--- src/shared/hmc_pkg.sv ---
// package: register map, field layout and shared types of the host mac fifo/csr register block
package hmc_pkg;
    localparam int ADDR_W = 8;
    localparam logic [7:0] OFF_RX_DISCARD = 8'h78;
    localparam logic [7:0] OFF_RX_LEVELS = 8'h7c;
    localparam logic [7:0] OFF_TX_LEVELS = 8'h80;
    localparam logic [7:0] OFF_DROP_COUNT = 8'ha0;
    localparam logic [7:0] OFF_IND_CMD = 8'ha4;
    localparam logic [7:0] OFF_IND_DATA = 8'ha8;
    localparam logic [7:0] OFF_IRQ_STATUS = 8'hb0;
    localparam logic [7:0] OFF_IRQ_MASK = 8'hb4;
    localparam int SKIP_BIT = 31;
    localparam int ACTIVE_BIT = 31;
    localparam int DIR_BIT = 30;
    localparam int DROP_HALF_BIT = 23;
    localparam logic [15:0] TX_ROOM_RESET = 16'h1200;
    localparam logic [31:0] DROP_HALF_FROM = 32'h7fffffff;
    localparam logic [7:0] INDEX_RESET = 8'h00;
    localparam logic [31:0] DROP_RESET = 32'h00000000;
    localparam logic [31:0] DATA_RESET = 32'h00000000;
    localparam logic [31:0] IRQ_RESET = 32'h00000000;
    localparam logic [31:0] IRQ_IMPL_MASK = 32'h00800000;

    typedef struct packed {
        logic wr;
        logic rd;
        logic [7:0] addr;
        logic [31:0] wdata;
    } hmc_bus_s;

    // fifo fill information from the mac core
    typedef struct packed {
        logic [7:0] rx_status_fill;
        logic [15:0] rx_data_fill;
        logic [7:0] tx_status_fill;
        logic [15:0] tx_data_room;
    } hmc_levels_s;

    // indirect access request towards the mac csr space
    typedef struct packed {
        logic req;
        logic read;
        logic [7:0] index;
        logic [31:0] wdata;
    } hmc_csr_req_s;

    typedef enum logic [1:0] {
        CSR_IDLE,
        CSR_WAIT
    } hmc_csr_e;
endpackage

--- src/hdl/hmc_regs.sv ---
// host mac fifo status, drop counter and indirect csr access register block
`timescale 1ns/10ps
module hmc_regs
(
    input wire logic clk,
    input wire logic rst,
    input wire hmc_pkg::hmc_bus_s bus,
    output logic [31:0] rdata,
    input wire hmc_pkg::hmc_levels_s levels,
    output logic skip_req,
    input wire logic skip_done,
    input wire logic frame_dropped,
    output hmc_pkg::hmc_csr_req_s csr_req,
    input wire logic csr_done,
    input wire logic [31:0] csr_rdata,
    output logic irq
);
    logic skip_r;
    logic [31:0] drop_r;
    logic active_r;
    logic dir_r;
    logic [7:0] index_r;
    logic [31:0] wdata_r;
    logic [31:0] mac_data_r;
    logic [31:0] irq_status_r;
    logic [31:0] irq_mask_r;
    logic [31:0] rdata_r;
    hmc_pkg::hmc_csr_e csr_state;

    wire wr_skip = bus.wr && bus.addr == hmc_pkg::OFF_RX_DISCARD;
    wire wr_cmd = bus.wr && bus.addr == hmc_pkg::OFF_IND_CMD;
    wire wr_data = bus.wr && bus.addr == hmc_pkg::OFF_IND_DATA;
    wire wr_irq_st = bus.wr && bus.addr == hmc_pkg::OFF_IRQ_STATUS;
    wire wr_irq_mask = bus.wr && bus.addr == hmc_pkg::OFF_IRQ_MASK;
    wire rd_drop = bus.rd && bus.addr == hmc_pkg::OFF_DROP_COUNT;
    // a command write is ignored while one runs, so index and direction stay stable
    wire cmd_start = wr_cmd && bus.wdata[hmc_pkg::ACTIVE_BIT] && !active_r;
    wire drop_half = frame_dropped && drop_r == hmc_pkg::DROP_HALF_FROM;
    wire [31:0] irq_set = {8'h00, drop_half, 23'h000000};
    wire [31:0] irq_clr = wr_irq_st ? (bus.wdata & hmc_pkg::IRQ_IMPL_MASK) : 32'h00000000;
    // the halfway step needs 2^31 drops, so in a run only the assertions watch it
    wire half_flag = irq_status_r[hmc_pkg::DROP_HALF_BIT];
    wire half_mask = irq_mask_r[hmc_pkg::DROP_HALF_BIT];
    wire half_clr = wr_irq_st && bus.wdata[hmc_pkg::DROP_HALF_BIT];
    wire skip_set = wr_skip && bus.wdata[hmc_pkg::SKIP_BIT];
    wire rd_skip = bus.rd && bus.addr == hmc_pkg::OFF_RX_DISCARD;
    wire rd_rx_levels = bus.rd && bus.addr == hmc_pkg::OFF_RX_LEVELS;
    wire rd_tx_levels = bus.rd && bus.addr == hmc_pkg::OFF_TX_LEVELS;
    wire rd_cmd = bus.rd && bus.addr == hmc_pkg::OFF_IND_CMD;
    wire rd_data = bus.rd && bus.addr == hmc_pkg::OFF_IND_DATA;
    wire rd_irq_st = bus.rd && bus.addr == hmc_pkg::OFF_IRQ_STATUS;
    wire addr_mapped = bus.addr inside {hmc_pkg::OFF_RX_DISCARD, hmc_pkg::OFF_RX_LEVELS,
        hmc_pkg::OFF_TX_LEVELS, hmc_pkg::OFF_DROP_COUNT, hmc_pkg::OFF_IND_CMD,
        hmc_pkg::OFF_IND_DATA, hmc_pkg::OFF_IRQ_STATUS, hmc_pkg::OFF_IRQ_MASK};

    // held until core reports done
    // a write in the done cycle wins: the host has asked for one more skip
    always_ff @(posedge clk or posedge rst)
    begin
        if (rst)
            skip_r <= 1'b0;
        else if (skip_set)
            skip_r <= 1'b1;
        else if (skip_r && skip_done)
            skip_r <= 1'b0;
    end
    assign skip_req = skip_r;

    // clear on read; a drop in the read cycle is kept as count one
    always_ff @(posedge clk or posedge rst)
    begin
        if (rst)
            drop_r <= hmc_pkg::DROP_RESET;
        else if (rd_drop)
            drop_r <= frame_dropped ? 32'h00000001 : 32'h00000000;
        else if (frame_dropped)
            drop_r <= drop_r + 32'h00000001;
    end

    // sticky half flag, set wins over write-one clear
    always_ff @(posedge clk or posedge rst)
    begin
        if (rst)
            irq_status_r <= hmc_pkg::IRQ_RESET;
        else
            irq_status_r <= (irq_status_r & ~irq_clr) | irq_set;
    end

    always_ff @(posedge clk or posedge rst)
    begin
        if (rst)
            irq_mask_r <= hmc_pkg::IRQ_RESET;
        else if (wr_irq_mask)
            irq_mask_r <= bus.wdata & hmc_pkg::IRQ_IMPL_MASK;
    end
    assign irq = |(irq_status_r & irq_mask_r);

    // index and direction held from the command write
    always_ff @(posedge clk or posedge rst)
    begin
        if (rst)
        begin
            dir_r <= 1'b0;
            index_r <= hmc_pkg::INDEX_RESET;
        end
        else if (wr_cmd && !active_r)
        begin
            dir_r <= bus.wdata[hmc_pkg::DIR_BIT];
            index_r <= bus.wdata[7:0];
        end
    end

    always_ff @(posedge clk or posedge rst)
    begin
        if (rst)
            wdata_r <= hmc_pkg::DATA_RESET;
        else if (wr_data && !active_r)
            wdata_r <= bus.wdata;
    end

    always_ff @(posedge clk or posedge rst)
    begin
        if (rst)
        begin
            csr_state <= hmc_pkg::CSR_IDLE;
            active_r <= 1'b0;
            mac_data_r <= hmc_pkg::DATA_RESET;
        end
        else
        begin
            unique case (csr_state)
                hmc_pkg::CSR_IDLE:
                begin
                    if (cmd_start)
                    begin
                        csr_state <= hmc_pkg::CSR_WAIT;
                        active_r <= 1'b1;
                    end
                end
                hmc_pkg::CSR_WAIT:
                begin
                    if (csr_done)
                    begin
                        csr_state <= hmc_pkg::CSR_IDLE;
                        active_r <= 1'b0;
                        if (dir_r)
                            mac_data_r <= csr_rdata;
                    end
                end
                default:
                    csr_state <= hmc_pkg::CSR_IDLE;
            endcase
        end
    end

    // direction and payload toward the mac
    assign csr_req = '{req: active_r, read: dir_r, index: index_r, wdata: wdata_r};

    wire [31:0] rx_levels = {8'h00, levels.rx_status_fill, levels.rx_data_fill};
    wire [31:0] tx_levels = {8'h00, levels.tx_status_fill, levels.tx_data_room};
    wire [31:0] cmd_view = {active_r, dir_r, 22'h000000, index_r};
    wire [31:0] data_view = dir_r ? mac_data_r : wdata_r;
    wire [31:0] read_mux =
        bus.addr == hmc_pkg::OFF_RX_DISCARD ? {skip_r, 31'h00000000} :
        bus.addr == hmc_pkg::OFF_RX_LEVELS ? rx_levels :
        bus.addr == hmc_pkg::OFF_TX_LEVELS ? tx_levels :
        bus.addr == hmc_pkg::OFF_DROP_COUNT ? drop_r :
        bus.addr == hmc_pkg::OFF_IND_CMD ? cmd_view :
        bus.addr == hmc_pkg::OFF_IND_DATA ? data_view :
        bus.addr == hmc_pkg::OFF_IRQ_STATUS ? irq_status_r :
        bus.addr == hmc_pkg::OFF_IRQ_MASK ? irq_mask_r : 32'h00000000;

    // read data valid only the cycle after the strobe; zero otherwise
    always_ff @(posedge clk or posedge rst)
    begin
        if (rst)
            rdata_r <= hmc_pkg::DATA_RESET;
        else
            rdata_r <= bus.rd ? read_mux : 32'h00000000;
    end
    assign rdata = rdata_r;
endmodule

--- config.mk ---
export PLATFORM = sky130hd
export DESIGN_NAME = hmc_regs
export DESIGN_NICKNAME = d
export VERILOG_FILES = /design/src/shared/hmc_pkg.sv /design/src/hdl/hmc_regs.sv
export SDC_FILE = /design/constraint.sdc
export NUM_CORES = 1
export LEC_CHECK = 0
export BUFFER_PORTS_ARGS = -buffer_cell sky130_fd_sc_hd__buf_2
export CAP_MARGIN = 10
export CORE_MARGIN = 3
export CORE_UTILIZATION = 53
export CTS_BUF_LIST = sky130_fd_sc_hd__clkbuf_8
export DETAILED_ROUTE_END_ITERATION = 12
export PLACE_DENSITY = 0.91
export REMOVE_ABC_BUFFERS = 1
export SYNTH_ARGS = -nofsm -noshare
export SYNTH_HDL_FRONTEND = slang
export SYNTH_SLANG_ARGS = --single-unit
--- constraint.sdc ---
create_clock -name clk -period 5.26 [get_ports clk]
set_input_delay 0.526 -clock clk [delete_from_list [all_inputs] [get_ports clk]]
set_output_delay 0.526 -clock clk [all_outputs]
set_load 0.1 [all_outputs]
==> results.py, run 1 <==
metrics = {
    "sta": {
        "fin_crit_sh_pct": 55.99,
        "hold_viol": 0,
        "skew_ns": 0.01355,
        "fin_crit_ns": 2.945,
        "clock.fmax_ghz": 0.3396,
        "finalSetupViolations": 0,
        "slew_violations": 0,
        "tightest_slew_ns": 1.293,
        "tns_ns": 0,
        "rsz0062_at_grt": "false",
        "relSlewSlack_pct": 13.55,
    },
    "cts": {
        "clk_latency_ns": 0.45,
        "htreeDepth": 4,
        "hold_buffers": 0,
        "postCtsResizedCells": 0,
        "clockRootBuffer": "clkbuf_8",
        "cts_tree": "built",
        "clk_path_buf_depth": 2,
        "cts_buffers": 17,
        "post-cts-setup-buffers": 0,
        "clk_pin_slew_ns": 0.07,
        "cts.sinks": 141,
    },
    "die": {
        "rows": 40,
        "coreArea_um2": 12160,
        "io_pins": 203,
        "die_y_um": 118.4,
        "die_area_um2": 14030,
        "initial_core_util_pct": 55.09,
        "die_w_um": 118.4,
    },
    "place": {
        "dp.cells": 915,
        "globalplace.congestion": 0.9084,
        "portBuffers": 202,
        "hpwl_um": 11800,
    },
    "synth": {
        "synth_fa_ha_area_share_pct": 0.1867,
        "synth_cells": 584,
        "synth_seq_cells": 141,
        "yosys_warnings": 0,
        "synth_most_common_cell": "dfrtp_1",
        "synth_top_family_by_area": "multiplexers",
        "synth_largest_area_cell": "dfrtp_1",
        "yosys-mux-area-fraction_pct": 18.04,
        "ys.flop_type": "dfrtp_1",
        "ys_async_sr_fraction_pct": 100.0,
        "synth_top_cell_area_share_pct": 52.66,
        "ys_types": 49,
        "yosys-top-cells-count": "dfrtp_1, mux2_2, a21oi_1, nand2_1, o21ai_0",
        "yosys.area_share.simple_pct": 11.15,
        "avgSynthCellArea_um2": 11.47,
        "synth_xor_area_share_pct": 1.699,
        "synth-seq-area-share_pct": 52.66,
        "syn-cell-area_um2": 6700,
        "synth_edf_count": 0,
        "synth_compound_area_share_pct": 12.74,
        "synth_area_leaders": "dfrtp_1, mux2_2, a21oi_1, a221oi_1, o21ai_0",
    },
    "critical_path": {
        "critical_path_arrival_ns": 3.26,
        "rrSetupSlack_ns": 2.58,
        "critPathRequiredTime_ns": 5.58,
        "crit_family": "simple AND/OR/NAND/NOR gates",
        "worstSetupEndpointType": "flip-flop",
        "rr_worst_depth": 2,
        "slowest_delay_ns": 1.04,
        "reg2reg_to": "mac_data_r[20]",
        "path_max_fanout": 24,
        "path_cells": "buf_2 > nor4bb_1 > nand3_1 > o21ai_0 > a21oi_1",
        "cp.buffers_inverters": 1,
        "crit_type": "in -> reg",
        "critPathLaunchType": "input port",
        "critPathSlowestCell": "nand3_1",
        "r2r-start": "dir_r",
    },
    "hold_path": {
        "min_path_type": "in -> async",
    },
    "global_route": {
        "grt_max_degree": 100,
        "grt_pass1_vias": 5588,
        "grt_overflow": 0,
        "grt_pass1_wl_um": 28030,
        "grt_antenna_before_repair": 0,
        "track_usage_pct": 25.05,
    },
    "pwr": {
        "p_leak_nw": 4.108,
        "p_clk_share_pct": 38.0,
        "internal_power_w": 0.001744,
        "ir_drop_v": 0.0003790,
        "p_sw_share_pct": 28.50,
        "p_comb_share_pct": 13.3,
        "power_density_nw_per_um2": 297.1,
        "switching_power_w": 0.0006954,
        "power_frac_seq_pct": 48.6,
    },
    "layout": {
        "area_delta_synth_final_pct": 22.56,
        "diodes": 0,
        "nNetsFinal": 894,
        "layout-drive-gt1-share_pct": 44.54,
        "stdcell_count": 947,
    },
    "detailed_routing": {
        "wl_per_cell_um": 18.27,
        "drtIter0Drc": 253,
        "antenna_left": 0,
        "first_pass_iters": 5,
        "drt_wl_total_um": 17300,
        "vias_per_cell": 5.903,
        "vias": 5590,
        "post-route-drc-count": 0,
    },
    "flow_run": {
        "max_cap_violations": 0,
    },
    "outcome": {
        "outcome": "finished, final reports clean",
    },
}
[routing by layer]
metal | vias up | share of wire [%] | GRT usage (%)
met3 | 46 | 8.4 | 7.081
met5 | - | 0 | 0
met2 | 250 | 50 | 42.34
met1 | 2752 | 39 | 30.06
li1 | 2542 | - | -
met4 | 0 | 2.9 | 10.64
[cells by family (layout without fill, tap and decap cells)]
kind of cell | count (synthesis) | count (layout)
buf+inv | 55 | 250
xor+xnor | 13 | 13
flops | 141 | 141
mux | 108 | 108
compound gates | 133 | 133
fa+ha+maj | 1 | 1
simple gates | 133 | 133
[final cells by class]
cell class | count | area [um^2]
Clock buffer | 21 | 289.0
Clock inverter | 11 | 140.1
Fill cell | 932 | 3950
Inverter | 12 | 50.05
Multi-Input combinational cell | 388 | 2952
Sequential cell | 141 | 3530
Tap cell | 168 | 210.2
Timing Repair Buffer | 206 | 1041
[metrics by stage]
step	setup WS (ns)	util [%]	hold slack, ns	instance area (um^2)	power [W]
finish	2.315	67.52	0.2657	8212	0.002440
global route	2.131	67.52	0.2625	8212	0.002532
CTS	2.470	67.52	0.2588	8212	0.002453
detailed placement	2.037	63.99	0.4883	7782	0.001530
global placement	2.212	63.99	0.4804	7782	0.001520
floorplan	0.9528	-	0.4682	6509	0.001418
[state kept, by name, indices dropped and copies added (netlist names), 8 cells and up]
register    cells
rdata          32
drop_r         32
mac_data_r     32
index_r         8
wdata_r        32
[layout by cell type (no fill, tap or decap), types with 4 or more instances in the layout]
cell type	instances
xor2_1	4
xnor2_1	9
a32oi_1	6
mux2i_1	6
or4_1	16
a22oi_1	7
dfrtp_1	140
o21ai_0	31
nand2_1	30
and3_1	5
nand3_1	16
nand4_1	7
a21oi_1	43
buf_4	4
o31ai_1	13
nor2_1	24
clkbuf_8	21
mux2_2	100
nor3_1	5
inv_1	12
or3_1	5
a221oi_1	22
buf_2	202
[worst register-to-register path, cell delays in order (launching register included)]
cell and delay [ns]:
dfrtp_2 0.97, nand3_2 0.99, mux2_2 0.60
[worst max path at each step]
stage / to / slack, ns / from / cells past startpoint
global route: rdata[4] / 2.13 / bus[33] / 5
CTS: rdata[10] / 2.47 / bus[33] / 5
detailed placement: rdata[4] / 2.04 / bus[33] / 5
floorplan: active_r / 0.95 / rst / 1
global placement: rdata[0] / 2.21 / bus[33] / 5
finish: rdata[10] / 2.31 / bus[33] / 5
[power groups by stage]
stage          clock network [W]  logic, W  registers (W)
3_3_place_gp                   0  0.000318        0.00120
4_1_cts                 0.000940  0.000328        0.00119
3_5_place_dp                   0  0.000325        0.00121
5_1_grt                 0.000988  0.000352        0.00119
2_1_floorplan                  0  0.000115        0.00130
6_report                0.000928  0.000326        0.00119
Power figures use the tool's default switching activity.
==> inputs of run 2 (changes only) <==
- clock period: 5.26 -> 2.95 ns (I/O delays scaled with it)
==> run 2 against run 1 <==
Compared with the run above: core utilization increased by 0.87 points; critical path type is now reg -> reg; non-clock buffer count increased by 15; largest power group unchanged; count of clock-buffer cells in the layout increased by 1; critical endpoint is now drop_r[18]; clock power increased by 66%; first-iteration DRC count increased by 21%; combinational power increased by 83%; hold slack got worse by 0.22 ns; via count decreased by 1.1%; wire length increased by 1.3%.
==> results.py, run 2 (same netlist as run 1, synthesis figures left out) <==
metrics = {
    "pwr": {
        "total_power_w": 0.004236,
        "power_density_nw_per_um2": 509.3,
        "p_leak_nw": 4.195,
        "ir_drop_v": 0.0003415,
    },
    "cts": {
        "clk_path_buf_depth": 2,
        "postCtsResizedCells": 0,
        "cts_tree": "built",
        "clk_pin_slew_ns": 0.08,
        "htreeDepth": 4,
        "cts_buffers": 17,
        "hold_buffers": 1,
        "cts.sinks": 141,
        "clk_latency_ns": 0.43,
        "post-cts-setup-buffers": 0,
        "clockRootBuffer": "clkbuf_8",
    },
    "sta": {
        "tns_ns": 0,
        "clock.fmax_ghz": 0.4166,
        "skew_ns": 0.009004,
        "rsz0062_at_grt": "false",
        "tightest_slew_ns": 0.8670,
        "hold_viol": 0,
        "fin_crit_ns": 2.401,
        "relSlewSlack_pct": 41.99,
        "slew_violations": 0,
        "fin_ws_ns": 0.5495,
        "fin_crit_sh_pct": 81.37,
        "finalSetupViolations": 0,
    },
    "detailed_routing": {
        "antenna_left": 0,
        "vias": 5531,
        "drtIter0Drc": 307,
        "wl_per_cell_um": 18.23,
        "first_pass_iters": 5,
        "drt_wl_total_um": 17520,
        "post-route-drc-count": 0,
        "vias_per_cell": 5.755,
    },
    "critical_path": {
        "critPathSlowestCell": "or4_1",
        "rr_worst_depth": 5,
        "path_common_cell": "or4_1",
        "critical_path_arrival_ns": 2.76,
        "worstSetupEndpointType": "flip-flop",
        "crit_type": "reg -> reg",
        "rrSetupSlack_ns": 0.55,
        "path_cells": "ha_1 > nand2_4 > or4_1 > or4_1 > a21oi_1",
        "slowest_delay_ns": 0.81,
        "critPathRequiredTime_ns": 3.31,
        "critPathLaunchType": "flip-flop",
        "path_max_fanout": 18,
    },
    "die": {
        "initial_core_util_pct": 55.09,
        "coreArea_um2": 12160,
        "io_pins": 203,
        "die_w_um": 118.4,
        "die_area_um2": 14030,
        "die_y_um": 118.4,
        "rows": 40,
    },
    "place": {
        "hpwl_um": 12630,
        "portBuffers": 202,
        "globalplace.congestion": 0.8998,
        "place_ws_ns": 0.5597,
        "post_dp_cell_area_um2": 7913,
    },
    "layout": {
        "nNetsFinal": 909,
        "diodes": 0,
        "finalInstanceArea_um2": 8318,
        "fillers": 964,
        "area_delta_synth_final_pct": 24.15,
        "layout-drive-gt1-share_pct": 45.27,
        "final_cell_mix": "buf_2, dfrtp_1, mux2_2",
        "fin_util_pct": 68.40,
        "regArea_um2": 3530,
        "multi_input_area_um2": 2952,
        "final_common_cell": "buf_2",
    },
    "global_route": {
        "track_usage_pct": 25.47,
        "grt_pass1_wl_um": 28500,
        "grt_max_degree": 79,
        "grt_overflow": 0,
        "grt_pass1_vias": 5697,
        "grt_antenna_before_repair": 0,
    },
    "flow_run": {
        "max_cap_violations": 0,
    },
    "hold_path": {
        "hold_path_depth": 2,
        "min_path_type": "in -> reg",
    },
    "outcome": {
        "outcome": "finished, final reports clean",
    },
}
==> run 2: changes by cell type in the layout (fill, tap and decap cells not counted), sizes merged <==
cell,delta
clkbuf,+1
clkinv,+1
buf,+14
inv,+1
dlygate4sd3,+1
bufinv,-1
clkinvlp,-3
==> run 2: critical path, delay by kind of cell, from the launching register on <==
family,cells,cell delay (ns)
adder cells (fa/ha/maj),1,0.25
flip-flops,1,0.41
AND/OR/NAND/NOR,3,1.50
AO/OA/AOI/OAI,1,0.17
==> run 2: final timing paths <==
path | start | end
min in group asynchronous | rst | mac_data_r[27]
hold reg to reg | mac_data_r[25] | mac_data_r[25]
max in group asynchronous | rst | drop_r[6]
setup / recovery | drop_r[1] | drop_r[18]
setup reg to reg | drop_r[1] | drop_r[18]
hold / removal | skip_done | skip_req
==> run 2: area by class of cell <==
class                   count  share of cell area (%)
clock buffers              22                   3.640
multi-input cells         388                   35.48
repair buffers            221                   14.20
inverters                  12                  0.6017
well taps                 168                   2.527
clock inverters             9                   1.113
flip-flops and latches    141                   42.43
==> run 2: routing by layer <==
layer	part of all wire, %	track usage, %	up-vias
met4	2.3	9.269	0
met3	6.6	6.651	40
li1	-	-	2577
met2	51	43.19	228
met5	0	0	-
met1	40	31.47	2686
==> run 2: power by group <==
part | leakage, nW | total [W] | internal, W | switching, W
logic | 2.03 | 0.000597 | 0.000192 | 0.000406
clock network | 0.217 | 0.00154 | 0.000847 | 0.000694
registers | 1.95 | 0.00210 | 0.00201 | 0.0000926
total | 4.20 | 0.00424 | 0.00304 | 0.00119
==> run 2: stage by stage <==
stage                     instances  hold WS (ns)
final                           961       0.04998
after global routing            961       0.02283
after CTS                       961       0.02212
after detailed placement        929        0.4752
after global placement          929        0.4660
after floorplan                 541        0.3869
==> inputs of run 3 (changes only) <==
- CORE_UTILIZATION: 53 -> 48
- PLACE_DENSITY: 0.91 -> 0.87
- clock period: 2.95 -> 2.1 ns (I/O delays scaled with it)
==> run 3 against run 2 <==
Compared with the run above: via count up 7.1%; core utilization up 0.45 points; non-clock buffer count up 91; critical path type unchanged; register-to-register slack worse by 0.51 ns; final cell count up 10%; critical path depth up 1; die area up 9.9%; hold slack worse by 0.015 ns; sequential power up 39%; total power up 53%.
==> results.py, run 3 (same netlist as run 1, synthesis figures left out) <==
metrics = {
    "outcome": {
        "outcome": "finished, final reports clean",
    },
    "layout": {
        "nNetsFinal": 1000,
        "fillers": 978,
        "fin_util_pct": 68.84,
        "final_common_cell": "buf_2",
        "layout-drive-gt1-share_pct": 44.12,
        "area_delta_synth_final_pct": 38.23,
        "diodes": 0,
        "final_cell_mix": "buf_2, dfrtp_1, mux2_2",
        "finalInstanceArea_um2": 9261,
    },
    "global_route": {
        "grt_overflow": 0,
        "grt_pass1_wl_um": 31330,
        "grt_antenna_before_repair": 1,
        "grt_max_degree": 55,
        "grt_pass1_vias": 6289,
        "track_usage_pct": 26.47,
    },
    "sta": {
        "relSlewSlack_pct": 66.05,
        "hold_ws_ns": 0.03482,
        "fin_crit_ns": 2.057,
        "slew_violations": 0,
        "finalSetupViolations": 0,
        "hold_viol": 0,
        "tightest_slew_ns": 0.5127,
        "clock.fmax_ghz": 0.4861,
        "fin_crit_sh_pct": 97.96,
        "tns_ns": 0,
        "skew_ns": 0.007089,
    },
    "pwr": {
        "total_power_w": 0.006493,
        "p_leak_nw": 4.586,
        "ir_drop_v": 0.0006966,
        "power_density_nw_per_um2": 701.1,
    },
    "detailed_routing": {
        "drtIter0Drc": 265,
        "antenna_left": 0,
        "first_pass_iters": 5,
        "vias": 5923,
        "post-route-drc-count": 0,
        "vias_per_cell": 5.588,
        "wl_per_cell_um": 18.81,
        "drt_wl_total_um": 19940,
    },
    "critical_path": {
        "critPathRequiredTime_ns": 2.47,
        "critical_path_arrival_ns": 2.43,
        "reg2reg_to": "drop_r[18]",
        "path_max_fanout": 18,
        "worstSetupEndpointType": "flip-flop",
        "r2r-start": "drop_r[0]",
        "rr_worst_depth": 6,
        "crit_type": "reg -> reg",
        "rrSetupSlack_ns": 0.04,
        "critPathLaunchType": "flip-flop",
    },
    "cts": {
        "cts.sinks": 141,
        "clockRootBuffer": "clkbuf_8",
        "clk_path_buf_depth": 2,
        "cts_tree": "built",
        "clk_pin_slew_ns": 0.08,
        "clk_latency_ns": 0.45,
        "cts_buffers": 17,
        "htreeDepth": 4,
    },
    "die": {
        "die_area_um2": 15410,
        "die_y_um": 124.1,
        "die_w_um": 124.1,
        "io_pins": 203,
        "rows": 42,
        "initial_core_util_pct": 49.80,
        "coreArea_um2": 13450,
    },
    "hold_path": {
        "whs_endpoint": "mac_data_r[23]",
        "min_path_type": "in -> reg",
        "worstHoldStart": "csr_rdata[23]",
        "hold_path_depth": 2,
    },
    "flow_run": {
        "max_cap_violations": 0,
    },
    "place": {
        "portBuffers": 202,
        "globalplace.congestion": 0.9055,
        "post_dp_cell_area_um2": 8110,
        "hpwl_um": 13280,
    },
}
[run 3: what timing repair did]
action                                  in CTS  in global routing
endpoints found under the hold margin      117                  0
hold buffers                                66                  0
gates resized for setup                      0                  6
buffers inserted                             0                  1
endpoints found under the setup margin       0                  6
[run 3: layout make-up]
class | instances | area (um^2) | area share [%]
sequential | 141 | 3530 | 38.11
inverter | 12 | 50.05 | 0.5404
clock buffer | 17 | 234.0 | 2.526
tap | 176 | 220.2 | 2.378
multi-input combinational | 388 | 2973 | 32.10
timing repair buffer | 312 | 2034 | 21.97
clock inverter | 14 | 220.2 | 2.378
[run 3: worst max-delay path, stage by stage, from the launching register on]
cell and delay (ns):
dfrtp_1 0.40, ha_4 0.16, nand2_4 0.04, or4_1 0.53, buf_6 0.17, or4_1 0.52, a21oi_1 0.16
[run 3: metrics by stage]
step,std cells,setup WS (ns)
after detailed placement,962,0.03113
after CTS,1059,0.01208
after floorplan,541,-1.891
final,1060,0.04291
after global routing,1060,-0.009472
after global placement,962,0.08082
[run 3: routing by layer]
metal	GRT usage, %	vias to the layer above	routed length (um)
met3	7.766	46	1487
met1	31.10	2881	7594
met5	0	-	7
li1	-	2748	-
met2	46.52	246	10380
met4	8.556	2	468
[run 3: worst max-delay path by stage]
stage / startpoint / endpoint / slack [ns] / cells past startpoint
after detailed placement: drop_r[1] / drop_r[28] / 0.03 / 6
after global placement: drop_r[0] / drop_r[28] / 0.08 / 6
final: drop_r[0] / drop_r[18] / 0.04 / 6
after global routing: drop_r[1] / drop_r[20] / -0.009 / 6
after floorplan: rst / active_r / -1.89 / 1
after CTS: drop_r[1] / drop_r[28] / 0.01 / 6
[run 3: power breakdown]
group	switching, W	total [W]	leakage [nW]	internal [W]
Combinational	0.000665	0.00111	2.44	0.000441
Clock	0.00107	0.00247	0.202	0.00141
Sequential	0.0000950	0.00291	1.95	0.00282
